### config.mk
export PLATFORM = sky130hd
export DESIGN_NAME = eeprom_lock_host
export DESIGN_NICKNAME = d
export VERILOG_FILES = /design/src/eeprom_lock_pkg.sv /design/src/eeprom_lock_host.sv /design/src/strobe_cycle.sv
export SDC_FILE = /design/constraint.sdc
export NUM_CORES = 1
export LEC_CHECK = 0
export BUFFER_PORTS_ARGS = -buffer_cell sky130_fd_sc_hd__buf_2
export CAP_MARGIN = 10
export CORE_MARGIN = 4
export CORE_UTILIZATION = 35
export DETAILED_ROUTE_END_ITERATION = 6
export GPL_TIMING_DRIVEN = 0
export PLACE_DENSITY_LB_ADDON = 0.2
export SYNTH_ARGS = -nofsm -noshare
export SYNTH_HDL_FRONTEND = slang
export SYNTH_HIERARCHICAL = 1
export SYNTH_SLANG_ARGS = --single-unit
### constraint.sdc
create_clock -name sys_clk_in -period 3 [get_ports sys_clk_in]
set_input_delay 0.15 -clock sys_clk_in [delete_from_list [all_inputs] [get_ports sys_clk_in]]
set_output_delay 0.15 -clock sys_clk_in [all_outputs]
set_load 0.02 [all_outputs]
### src/eeprom_lock_pkg.sv
// Package for the parallel EEPROM write-lock host sequencer.
// Assumes a 125 MHz system clock; all pin timing is derived from it.
package eeprom_lock_pkg;
   localparam int unsigned CLK_MHZ        = 125;
   localparam int unsigned ADDR_W         = 15;
   localparam int unsigned DATA_W         = 8;
   // Strobe pulse width, least, in ns; must clear the 20 ns glitch filter
   localparam int unsigned STROBE_LOW_NS  = 150;
   localparam int unsigned STROBE_HIGH_NS = 150;
   localparam int unsigned ADDR_HOLD_NS   = 100;
   // Byte load window, longest, in us
   localparam int unsigned LOAD_WIN_US    = 100;
   localparam int unsigned STROBE_LOW_CYC  = (STROBE_LOW_NS * CLK_MHZ + 999) / 1000;
   localparam int unsigned STROBE_HIGH_CYC = (STROBE_HIGH_NS * CLK_MHZ + 999) / 1000;
   localparam int unsigned ADDR_HOLD_CYC   = (ADDR_HOLD_NS * CLK_MHZ + 999) / 1000;
   localparam int unsigned LOAD_WIN_CYC    = LOAD_WIN_US * CLK_MHZ;
   localparam int unsigned CNT_W           = 16;
   localparam int unsigned STEP_W          = 3;
   // Command words
   localparam logic [ADDR_W-1:0] CMD_ADDR_A = 15'h5555;
   localparam logic [ADDR_W-1:0] CMD_ADDR_B = 15'h2AAA;
   localparam logic [DATA_W-1:0] CMD_D_AA   = 8'hAA;
   localparam logic [DATA_W-1:0] CMD_D_55   = 8'h55;
   localparam logic [DATA_W-1:0] CMD_D_A0   = 8'hA0;
   localparam logic [DATA_W-1:0] CMD_D_80   = 8'h80;
   localparam logic [DATA_W-1:0] CMD_D_20   = 8'h20;
   localparam logic [STEP_W-1:0] LOCK_STEPS   = 3'h3;
   localparam logic [STEP_W-1:0] UNLOCK_STEPS = 3'h6;

   typedef enum logic [1:0] {
      OP_WRITE  = 2'h0,
      OP_LOCK   = 2'h1,
      OP_UNLOCK = 2'h2
   } op_t;

   typedef struct packed {
      op_t               op;
      logic              prefix;
      logic              last;
      logic [ADDR_W-1:0] addr;
      logic [DATA_W-1:0] data;
   } req_t;

   typedef struct packed {
      logic              cs_n;
      logic              oe_n;
      logic              we_n;
      logic [ADDR_W-1:0] addr;
      logic [DATA_W-1:0] data;
      logic              data_oe;
   } pins_t;
endpackage

### src/eeprom_lock_host.sv
// Host controller driving a parallel EEPROM with a software write lock.
// Assumes the device pins are wired straight to the outputs; data bus
// is driven only while writing, read path is not used here.
`timescale 1ns/1ps
module eeprom_lock_host
   import eeprom_lock_pkg::*;
#(
   parameter int unsigned LOAD_WIN = LOAD_WIN_CYC
)(
   input  wire logic                     sys_clk_in,
   input  wire logic                     rstn_in,
   input  wire eeprom_lock_pkg::req_t    req_in,
   input  wire logic                     req_valid_in,
   output logic                          req_ready_out,
   output logic                          lock_assumed_out,
   output logic                          prog_wait_out,
   output eeprom_lock_pkg::pins_t        pins_out
);
   import eeprom_lock_pkg::*;

   // ------------------------------------------------------------
   // State
   // ------------------------------------------------------------
   typedef enum logic [2:0] {
      ST_IDLE   = 3'b000,
      ST_SETUP  = 3'b001,
      ST_STROBE = 3'b011,
      ST_HOLD   = 3'b010,
      ST_GAP    = 3'b110
   } state_t;

   state_t            state_q;
   req_t              cur_q;
   logic [STEP_W-1:0] step_q;
   logic [STEP_W-1:0] steps_max;
   logic [CNT_W-1:0]  hold_q;
   logic [CNT_W-1:0]  win_q;
   logic              in_page_q;
   logic              wr_start;
   logic              wr_done;
   logic              we_n;
   logic [ADDR_W-1:0] step_addr;
   logic [DATA_W-1:0] step_data;
   // Step code past every command: the caller's own data byte
   localparam logic [STEP_W-1:0] DATA_STEP = '1;

   // ------------------------------------------------------------
   // Command table
   // ------------------------------------------------------------
   always_comb begin
      steps_max = (cur_q.op == OP_UNLOCK) ? UNLOCK_STEPS :
                  (cur_q.op == OP_LOCK || cur_q.prefix) ? LOCK_STEPS : '0;
      step_addr = CMD_ADDR_A;
      step_data = CMD_D_AA;
      case (step_q)
         3'h0: begin
            step_addr = CMD_ADDR_A;
            step_data = CMD_D_AA;
         end
         3'h1: begin
            step_addr = CMD_ADDR_B;
            step_data = CMD_D_55;
         end
         3'h2: begin
            step_addr = CMD_ADDR_A;
            step_data = (cur_q.op == OP_UNLOCK) ? CMD_D_80 : CMD_D_A0;
         end
         3'h3: begin
            step_addr = CMD_ADDR_A;
            step_data = CMD_D_AA;
         end
         3'h4: begin
            step_addr = CMD_ADDR_B;
            step_data = CMD_D_55;
         end
         3'h5: begin
            step_addr = CMD_ADDR_A;
            step_data = CMD_D_20;
         end
         default: begin
            step_addr = cur_q.addr;
            step_data = cur_q.data;
         end
      endcase
      if (step_q >= steps_max) begin
         step_addr = cur_q.addr;
         step_data = cur_q.data;
      end
   end

   // ------------------------------------------------------------
   // Write sequencer
   // ------------------------------------------------------------
   strobe_cycle u_strobe (
      .sys_clk_in (sys_clk_in),
      .rstn_in    (rstn_in),
      .start_in   (wr_start),
      .we_n_out   (we_n),
      .done_out   (wr_done)
   );

   assign wr_start = (state_q == ST_SETUP);

   always_ff @(posedge sys_clk_in) begin
      if (!rstn_in) begin
         state_q       <= ST_IDLE;
         cur_q         <= '0;
         step_q        <= '0;
         hold_q        <= '0;
         req_ready_out <= 1'b0;
      end else begin
         req_ready_out <= 1'b0;
         case (state_q)
            ST_IDLE: begin
               // Take a request only while idle; valid is a level held until ready
               if (req_valid_in && !req_ready_out) begin
                  cur_q   <= req_in;
                  step_q  <= (req_in.op == OP_WRITE && !req_in.prefix) ?
                             DATA_STEP : '0;
                  state_q <= ST_SETUP;
               end
            end
            ST_SETUP: state_q <= ST_STROBE;
            ST_STROBE: begin
               if (wr_done) begin
                  hold_q  <= CNT_W'(ADDR_HOLD_CYC);
                  state_q <= ST_HOLD;
               end
            end
            ST_HOLD: begin
               if (hold_q != '0) begin
                  hold_q <= hold_q - 1'b1;
               end else if (step_q != DATA_STEP && step_q + 1'b1 < steps_max) begin
                  step_q  <= step_q + 1'b1;
                  state_q <= ST_SETUP;
               end else if (step_q != DATA_STEP && cur_q.op == OP_WRITE) begin
                  // Data goes straight after the prefix, well inside the window
                  step_q  <= DATA_STEP;
                  state_q <= ST_SETUP;
               end else begin
                  req_ready_out <= 1'b1;
                  state_q       <= ST_GAP;
               end
            end
            ST_GAP: state_q <= ST_IDLE;
            default: state_q <= ST_IDLE;
         endcase
      end
   end

   // ------------------------------------------------------------
   // Byte load window and programming wait
   // ------------------------------------------------------------
   // Strobe rise restarts the window; the last byte of a page must
   // then let it run out so the device begins programming.
   // Timed from the internal strobe, one register ahead of the pin, so the window reloads on the edge the pin rises; prog_wait_out follows a clock later.
   always_ff @(posedge sys_clk_in) begin
      if (!rstn_in) begin
         win_q         <= '0;
         in_page_q     <= 1'b0;
         prog_wait_out <= 1'b0;
      end else begin
         if (we_n && !pins_out.we_n) begin
            win_q     <= CNT_W'(LOAD_WIN);
            in_page_q <= 1'b1;
         end else if (win_q != '0) begin
            win_q <= win_q - 1'b1;
         end else begin
            in_page_q <= 1'b0;
         end
         prog_wait_out <= in_page_q;
      end
   end

   // ------------------------------------------------------------
   // Lock bookkeeping
   // ------------------------------------------------------------
   // Only a guess of the device state: the real lock is nonvolatile
   // and survives our reset, so unknown at start means assume clear.
   always_ff @(posedge sys_clk_in) begin
      if (!rstn_in) begin
         lock_assumed_out <= 1'b0;
      end else if (state_q == ST_HOLD && hold_q == '0) begin
         // A prefixed write arms the lock in the part just as a lock does
         if ((cur_q.op == OP_LOCK || (cur_q.op == OP_WRITE && cur_q.prefix)) &&
             step_q == LOCK_STEPS - 1'b1) begin
            lock_assumed_out <= 1'b1;
         end else if (cur_q.op == OP_UNLOCK && step_q == UNLOCK_STEPS - 1'b1) begin
            lock_assumed_out <= 1'b0;
         end
      end
   end

   // ------------------------------------------------------------
   // Pins
   // ------------------------------------------------------------
   always_ff @(posedge sys_clk_in) begin
      if (!rstn_in) begin
         pins_out <= '{cs_n: 1'b1, oe_n: 1'b1, we_n: 1'b1,
                       addr: '0, data: '0, data_oe: 1'b0};
      end else begin
         pins_out.oe_n    <= 1'b1;
         pins_out.cs_n    <= !(state_q inside {ST_SETUP, ST_STROBE, ST_HOLD});
         pins_out.we_n    <= we_n;
         pins_out.data_oe <= (state_q inside {ST_SETUP, ST_STROBE, ST_HOLD});
         if (state_q == ST_SETUP) begin
            pins_out.addr <= step_addr;
            pins_out.data <= step_data;
         end
      end
   end
endmodule // eeprom_lock_host

### src/strobe_cycle.sv
// One bus write cycle on the EEPROM pins: strobe low, strobe high.
// Assumes the caller keeps address and data steady while busy.
`timescale 1ns/1ps
module strobe_cycle
   import eeprom_lock_pkg::*;
(
   input  wire logic                  sys_clk_in,
   input  wire logic                  rstn_in,
   input  wire logic                  start_in,
   output logic                       we_n_out,
   output logic                       done_out
);
   import eeprom_lock_pkg::*;
   logic [CNT_W-1:0] cnt_q;
   logic             low_q;
   logic             busy_q;

   always_ff @(posedge sys_clk_in) begin
      if (!rstn_in) begin
         cnt_q    <= '0;
         low_q    <= 1'b0;
         busy_q   <= 1'b0;
         we_n_out <= 1'b1;
         done_out <= 1'b0;
      end else begin
         done_out <= 1'b0;
         if (!busy_q && start_in) begin
            busy_q   <= 1'b1;
            low_q    <= 1'b1;
            we_n_out <= 1'b0;
            cnt_q    <= CNT_W'(STROBE_LOW_CYC - 1);
         end else if (busy_q) begin
            if (cnt_q != '0) begin
               cnt_q <= cnt_q - 1'b1;
            end else if (low_q) begin
               // Rising edge latches data; high time then hold
               low_q    <= 1'b0;
               we_n_out <= 1'b1;
               cnt_q    <= CNT_W'(STROBE_HIGH_CYC - 1);
            end else begin
               busy_q   <= 1'b0;
               done_out <= 1'b1;
            end
         end
      end
   end
endmodule // strobe_cycle

# After elaboration in Yosys (flattened, before gate mapping)
# Cells that the tools add are included.
# word_totals
ff_bits	115
in_bits	30
word_cells	147
output_inout_bits	30
# op_classes
n_eq_ne	18
muxes	45
reduce_logical	50
add_sub_neg	4
order_cmp	2
n_bitwise	3
# ops
op	n
$mux 16	4
$reduce_bool 16->1	3
$sub 16x1->16 const B	3
$mux 3	11
$pmux 16 s2	1
$pmux 8 s4	1
$pmux 15 s2	1
$mux 14	2
$mux 1	17
$logic_not 16->1	1
$mux 15	1
$reduce_bool 2->1	7
$eq 3x2->1 const B	4
$pmux 3 s4	1
$reduce_or 4->1	3
$logic_and 1x1->1	10
$mux 5	2
$reduce_and 2->1	5
$reduce_and 3->1	3
$mux 8	1
$ne 2x2->1 const B	4
$reduce_or 2->1	4
$eq 3x1->1 const B	2
$eq 3x3->1 const B	2
17 further kinds	29

# Depth between registers and ports, before layout
# Gate-level depths: netlist of run 1.
# logic_depth
word_depth	9
ltp_mapped	10
depth_no_buf	9

# Modules after synthesis
# The synthesis of run 1 kept the hierarchy.
# by_module_without_submodules
mod	cells_per_inst	area_per_inst_um2	seq_area_each_um2	n_inst
eeprom_lock_host	515	4357.9	1881.8	1
strobe_cycle	122	1042.2	400.4	1

# Least setup slack after synthesis of run 1
# Ideal clock, no wire load.
# synth_timing
kind	reg-to-reg
from	reg cur_q[26] in the netlist's numbering
to	reg pins_out[11] in the netlist's numbering
period_less_slack_ps	2344
stages_incl_launch_ff	10
arrival_ps	2202
setup_time_ps	141
n_path_buf	1
t_required_ps	2859
setup_slack_ps	656
cell_sequence	dfxtp_1 -> inv_1 -> maj3_1 -> ha_1 -> nor3b_1 -> or4b_1 -> o211ai_1 -> or2_2 -> buf_2 -> o221ai_1
# synth_between
elab_chain_cells	6
elab_cells_between_ends	7
cone_classes	order compare: 1; eq/ne: 2; mux: 3; reduce/logical: 1
# synth_rtl
element	line	source
start, declared	eeprom_lock_host.sv:33	req_t cur_q;
start signal, assigned	eeprom_lock_host.sv:117	cur_q <= req_in;
$eq 2x1->1	eeprom_lock_host.sv:52	(cur_q.op == OP_LOCK || cur_q.prefix) ? LOCK_STEPS : '0;
$logic_or 1x1->1	eeprom_lock_host.sv:52	
$mux 2	eeprom_lock_host.sv:52	
$mux 3 (*)	eeprom_lock_host.sv:51	steps_max = (cur_q.op == OP_UNLOCK) ? UNLOCK_STEPS :
$ge 3x3->1 (*)	eeprom_lock_host.sv:85	if (step_q >= steps_max) begin
$mux 15 (*)	eeprom_lock_host.sv:85	
end signal, assigned	eeprom_lock_host.sv:199	pins_out <= '{cs_n: 1'b1, oe_n: 1'b1, we_n: 1'b1,
end, declared	eeprom_lock_host.sv:17	output eeprom_lock_pkg::pins_t pins_out
# Mark *: on every way between the ends. The rest lies on a longest branch, timed or not.
# A chain may end at the register's enable or synchronous reset.

# Worst setup path after layout of run 1
# layout_timing
from	reg cur_q[26] in the netlist's numbering
to	reg pins_out[13] in the netlist's numbering
# The elaborated chain is that of the path after synthesis.

==> results of run 1 <==
[layout make-up]
| type | count | area [um^2] |
|---|---|---|
| Fill cell | 1493 | 8400 |
| Multi-Input combinational cell | 473 | 2900 |
| Sequential cell | 114 | 2280 |
| Timing Repair Buffer | 81 | 526 |
| Clock buffer | 17 | 425 |
| Tap cell | 188 | 235 |
| Clock inverter | 15 | 160 |
| Buffer | 31 | 145 |
| Inverter | 19 | 71.3 |
[metal layers]
metal | share of wire | track usage | vias to the layer above | wire [um]
met4 | 0.016 | 0.0548 | 0 | 220
met2 | 0.46 | 0.252 | 75 | 6250
met5 | 0 | 0 | - | 0
met3 | 0.038 | 0.0405 | 16 | 526
li1 | - | - | 2474 | -
met1 | 0.49 | 0.217 | 2318 | 6700
[logic make-up after synthesis]
group / after synthesis / synth area share
adders and majority gates: 14 / 0.0320
muxes: 5 / 0.00927
AOI/OAI and AO/OA: 153 / 0.189
buffers and inverters: 50 / 0.0399
DFF: 114 / 0.423
and+or+nand+nor: 276 / 0.267
xor gates and xnor gates: 24 / 0.0389
other: 1 / 0.000694
[flip-flops by register name (all words and copies together) (netlist names)]
signal / flops
u_strobe/done_out: 1
pins_out: 26
state_q: 3
in_page_q: 1
cur_q: 26
win_q: 16
step_q: 3
req_ready_out: 1
u_strobe/we_n_out: 1
prog_wait_out: 1
lock_assumed_out: 1
hold_q: 16
u_strobe/low_q: 1
u_strobe/cnt_q: 16
u_strobe/busy_q: 1
[through the flow]
stage	setup slack (ps)	total power, mW	instances	util	hold WS [ps]
floorplan	656	5.38	637	-	222
global placement	314	6.29	882	0.391	393
detailed placement	299	6.37	882	0.391	402
CTS	274	8.42	938	0.445	4.91
global route	62.1	9.06	938	0.446	15.1
finish	288	8.39	938	0.446	19.2
[power by group through the flow]
stage | combinational [mW] | clock, mW | sequential, mW
6_report | 3.98 | 1.99 | 2.42
5_1_grt | 4.47 | 2.10 | 2.49
4_1_cts | 3.98 | 2.02 | 2.42
3_5_place_dp | 3.93 | 0 | 2.44
3_3_place_gp | 3.87 | 0 | 2.42
2_1_floorplan | 2.85 | 0 | 2.52
[cell usage in the layout, fill, tap and decap left out, drive strengths merged, types with 6 or more instances in the layout]
master and n:
dfxtp 114, nand2 110, buf 68, nor2 46, a21oi 38, clkbuf 37, a21boi 33, o21ai 29
dlygate4sd3 24, inv 22, nand3 18, xor2 17, nor3 17, nor4 14, ha 13, or4 13
nand2b 10, o221ai 10, xnor2 7, or3 7, nor2b 6
[critical path: cells and delay by family, from the launching register on]
kind | cells | cell delay [ps]
AO/OA/AOI/OAI | 3 | 1090
adder cells (fa/ha/maj) | 2 | 690
buffers and inverters | 1 | 80
flip-flops | 1 | 410
AND/OR/NAND/NOR | 2 | 290
[worst paths after layout]
check | slack [ps] | end | from
setup / recovery | 290 | pins_out[13]$_SDFFE_PN0P_ | cur_q[26]$_SDFFE_PN0P_
hold / removal | 20 | cur_q[25]$_SDFFE_PN0P_ | req_in[25]
setup reg to reg | 290 | pins_out[13]$_SDFFE_PN0P_ | cur_q[26]$_SDFFE_PN0P_
hold reg to reg | 460 | cur_q[17]$_SDFFE_PN0P_ | cur_q[17]$_SDFFE_PN0P_
[repair_timing]
action | CTS | global route
setup endpoints to repair | 0 | 9
buffers inserted | 0 | 0
hold endpoints to repair | 24 | 0
hold buffers | 24 | 0
resized for setup | 0 | 2
==> flow_summary.toml, run 1 <==
[cts]
cts_root_buffer = "clkbuf_16"
clock-sinks = 114
clock_latency_ps = 420
clk_pin_slew_ps = 60
cts_tree = "yes"
htree_levels = 4
numCtsBuffers = 17
clockBufferDepth = 2

[drt]
drc = 0
via_per_inst = 5.21
wire_per_inst_um = 14.6
route.final.wire_length_mm = 13.7
via_count = 4883
drtPass1Iterations = 4
dr.first_iter.drc_count = 235
antenna_left = 0

[sta]
tightest_slew_ps = 849
relSlewSlack = 0.429
min_period_ps = 2710
rsz0062_at_grt = "no"
max_freq_mhz = 369
setup_viol = 0
tns_ps = 0
period_share = 0.904
clock_skew_ps = 6.26
slew_violations = 0
hold_viol_final = 0

[outcome]
status = "finished, final reports clean"

[critical_path]
startpoint_type = "flop"
cpMaxStageDelayCell = "o21ai_1"
crit_fanout = 8
crit_chain = "inv_1 -> maj3_1 -> ha_1 -> nand2b_1 -> a31oi_1 -> nand2_1 -> o21ai_1 -> o221ai_1"
worstSetupEndpointType = "flop"
reg2regPathDepth = 8
worstSetupPathType = "reg -> reg"
crit_arrival_ps = 2980
critPathRequiredTime_ps = 3270
crit_path_max_incr_delay_ps = 530

[floorplan]
die_w_um = 132
die-area_um2 = 17500
core.rowCount = 45
core_area_um2 = 15100
ios = 60
die_y_um = 132
start_util = 0.357

[finish]
fin_nets = 780
syn_to_final_growth_pct = 25.0
diodes = 0
drive_above_1_share = 0.164
final_cell_area_um2 = 6750

[global_route]
antenna_found_initial = 0
overflow = 0
grt_max_degree = 17
grt_pass1_vias = 4817
grt_use_total = 0.161
grt_pass1_wl_mm = 23.1

[power_and_ir_drop]
netSwitchingPower_mw = 3.64
combPwrFrac = 0.475
vdd_drop_max_mv = 0.488
p_leak_nw = 2.64
p_sw_frac = 0.434
clkPwrFrac = 0.237
intPower_mw = 4.75
power_frac_seq = 0.289
power_density_nw_per_um2 = 1240

[hold_path]
min_path_cells = 3
hp-class = "in -> reg"

[synth]
ys_warn_count = 6
netlist_top_cells_count = "dfxtp_1, nand2_1, nor2_1"
seq_area_frac_synth = 0.423
yosysMostFrequentCell = "dfxtp_1"
ys_seq_elements = 114
synthFlopType = "dfxtp_1"
synth_cells = 637
yosys.area.top_type = "dfxtp_1"
yosys.area.top_type_share = 0.423
yosys-top-cells-area = "dfxtp_1, nand2_1, a21boi_0"
synth_area_per_cell_um2 = 8.48
ys_async_sr_fraction = 0
netlist_area_um2 = 5400
synthDistinctLibCells = 70
synth_edf_count = 0
synth_nets = 680

[place]
place.gp.congestion = 0.823
dp.final_hpwl_mm = 9.89
io_buffers = 57
postPlaceCellArea_um2 = 5920

[job]
drv_cap = 0
(Power assumes the default switching activity.)
==> inputs of run 2 (changes only) <==
--- a/config.mk
+++ b/config.mk
@@ -11,7 +11,7 @@
 export CORE_UTILIZATION = 35
 export DETAILED_ROUTE_END_ITERATION = 6
 export GPL_TIMING_DRIVEN = 0
-export PLACE_DENSITY_LB_ADDON = 0.2
+export PLACE_DENSITY = 0.57
 export SYNTH_ARGS = -nofsm -noshare
 export SYNTH_HDL_FRONTEND = slang
 export SYNTH_HIERARCHICAL = 1
==> flow_summary.toml, run 2 (same netlist as run 1, synthesis figures left out) <==
[global_route]
busiest_layer = "met2"
overflow = 0
met1_usage = 0.203
grt_max_degree = 17
met2_usage = 0.252
grt_use_total = 0.160
grt_pass1_wl_mm = 22.8
antenna_found_initial = 0
grt_use_met3 = 0.0366
grt_pass1_vias = 4772

[cts]
post_cts_buffers = 0
clock_latency_ps = 410
cts_root_buffer = "clkbuf_16"
htree_levels = 4
cts_tree = "yes"
clock-sinks = 114
clk_pin_slew_ps = 50
clockBufferDepth = 2
numCtsBuffers = 17

[drt]
dr.first_iter.drc_count = 287
route.final.wire_length_mm = 13.8
drtPass1Iterations = 5
wire_per_inst_um = 14.7
via_per_inst = 5.26
antenna_left = 0
drc = 0
via_count = 4914

[finish]
syn_to_final_growth_pct = 24.7
layout_common_cells = "dfxtp_1, nand2_1, buf_2, nor2_1, a21oi_1"
final_cell_area_um2 = 6740
diodes = 0
final_common_cell = "dfxtp_1"
fin_nets = 779
top_regs = "cur_q (26), pins_out (26)"
drive_above_1_share = 0.159

[place]
postPlaceCellArea_um2 = 5920
io_buffers = 57
dp.final_hpwl_mm = 9.76
place.gp.congestion = 0.818

[sta]
setup_viol = 0
relSlewSlack = 0.424
clock_skew_ps = 6.88
period_share = 0.887
max_freq_mhz = 376
rsz0062_at_grt = "no"
tns_ps = 0
hold_viol_final = 0
slew_violations = 0
tightest_slew_ps = 857
min_period_ps = 2660

[power_and_ir_drop]
p_leak_nw = 2.64
vdd_drop_max_mv = 0.432
design_power_total_mw = 8.39
power_density_nw_per_um2 = 1250

[critical_path]
worstSetupPathType = "reg -> reg"
cpMaxStageDelayCell = "o21ai_1"
crit_fanout = 8
cp_num_buf_inv = 1
critPathRequiredTime_ps = 3260
crit_path_max_incr_delay_ps = 520
crit_chain = "inv_1 -> maj3_1 -> ha_1 -> nand2b_1 -> a31oi_1 -> nand2_1 -> o21ai_1 -> o221ai_1"
startpoint_type = "flop"
critPathTopFamily = "compound AO/OA/AOI/OAI gates"
worstSetupEndpointType = "flop"
crit_arrival_ps = 2920

[outcome]
status = "finished, final reports clean"

[floorplan]
core_area_um2 = 15100
core.rowCount = 45
ios = 60
start_util = 0.357
die_w_um = 132
die-area_um2 = 17500
die_y_um = 132

[hold_path]
hp-class = "in -> reg"

[job]
drv_cap = 0
[run 2: stage by stage]
stage	std cells	utilization	hold WS (ps)	worst slack, ps
floorplan	637	-	222	656
CTS	935	0.445	5.15	215
global route	935	0.445	14.3	64.7
detailed placement	882	0.391	409	226
finish	935	0.445	26.8	340
global placement	882	0.391	397	282
[run 2: cell type report]
type	instances	area, um^2
Clock buffer	20	447
Buffer	31	145
Clock inverter	10	136
Timing Repair Buffer	80	515
Fill cell	1475	8410
Sequential cell	114	2280
Multi-Input combinational cell	473	2900
Tap cell	188	235
Inverter	19	71.3
[run 2: worst paths after layout]
kind,start,end,slack [ps],cells past startpoint
min,req_in[25],cur_q[25]$_SDFFE_PN0P_,30,3
min reg2reg,in_page_q$_SDFFE_PN0P_,in_page_q$_SDFFE_PN0P_,460,2
max reg2reg,cur_q[26]$_SDFFE_PN0P_,pins_out[21]$_SDFFE_PN0P_,340,8
max,cur_q[26]$_SDFFE_PN0P_,pins_out[21]$_SDFFE_PN0P_,340,8
[run 2: where the power goes]
group	switching, mW	internal [mW]	leakage (nW)
Combinational	2.46	1.51	1.43
Clock	0.684	1.31	0.278
Sequential	0.407	2.01	0.932
Total	3.55	4.84	2.64
[run 2: repair_timing]
action	4_1_cts	5_1_grt
hold endpoints to repair	23	0
setup endpoints to repair	0	10
gates resized for setup	0	2
hold buffers	23	0
[run 2: routing by layer]
| metal | vias up | wire (um) |
|---|---|---|
| met5 | - | 0 |
| met4 | 0 | 382 |
| met3 | 29 | 401 |
| met2 | 89 | 6520 |
| met1 | 2323 | 6490 |
| li1 | 2473 | - |
[run 2: tightest hold or removal path, delay by kind of cell]
family                 cells  cell delay (ps)
AO/OA/AOI/OAI              1               60
buffers and inverters      1              120
AND/OR/NAND/NOR            1               50
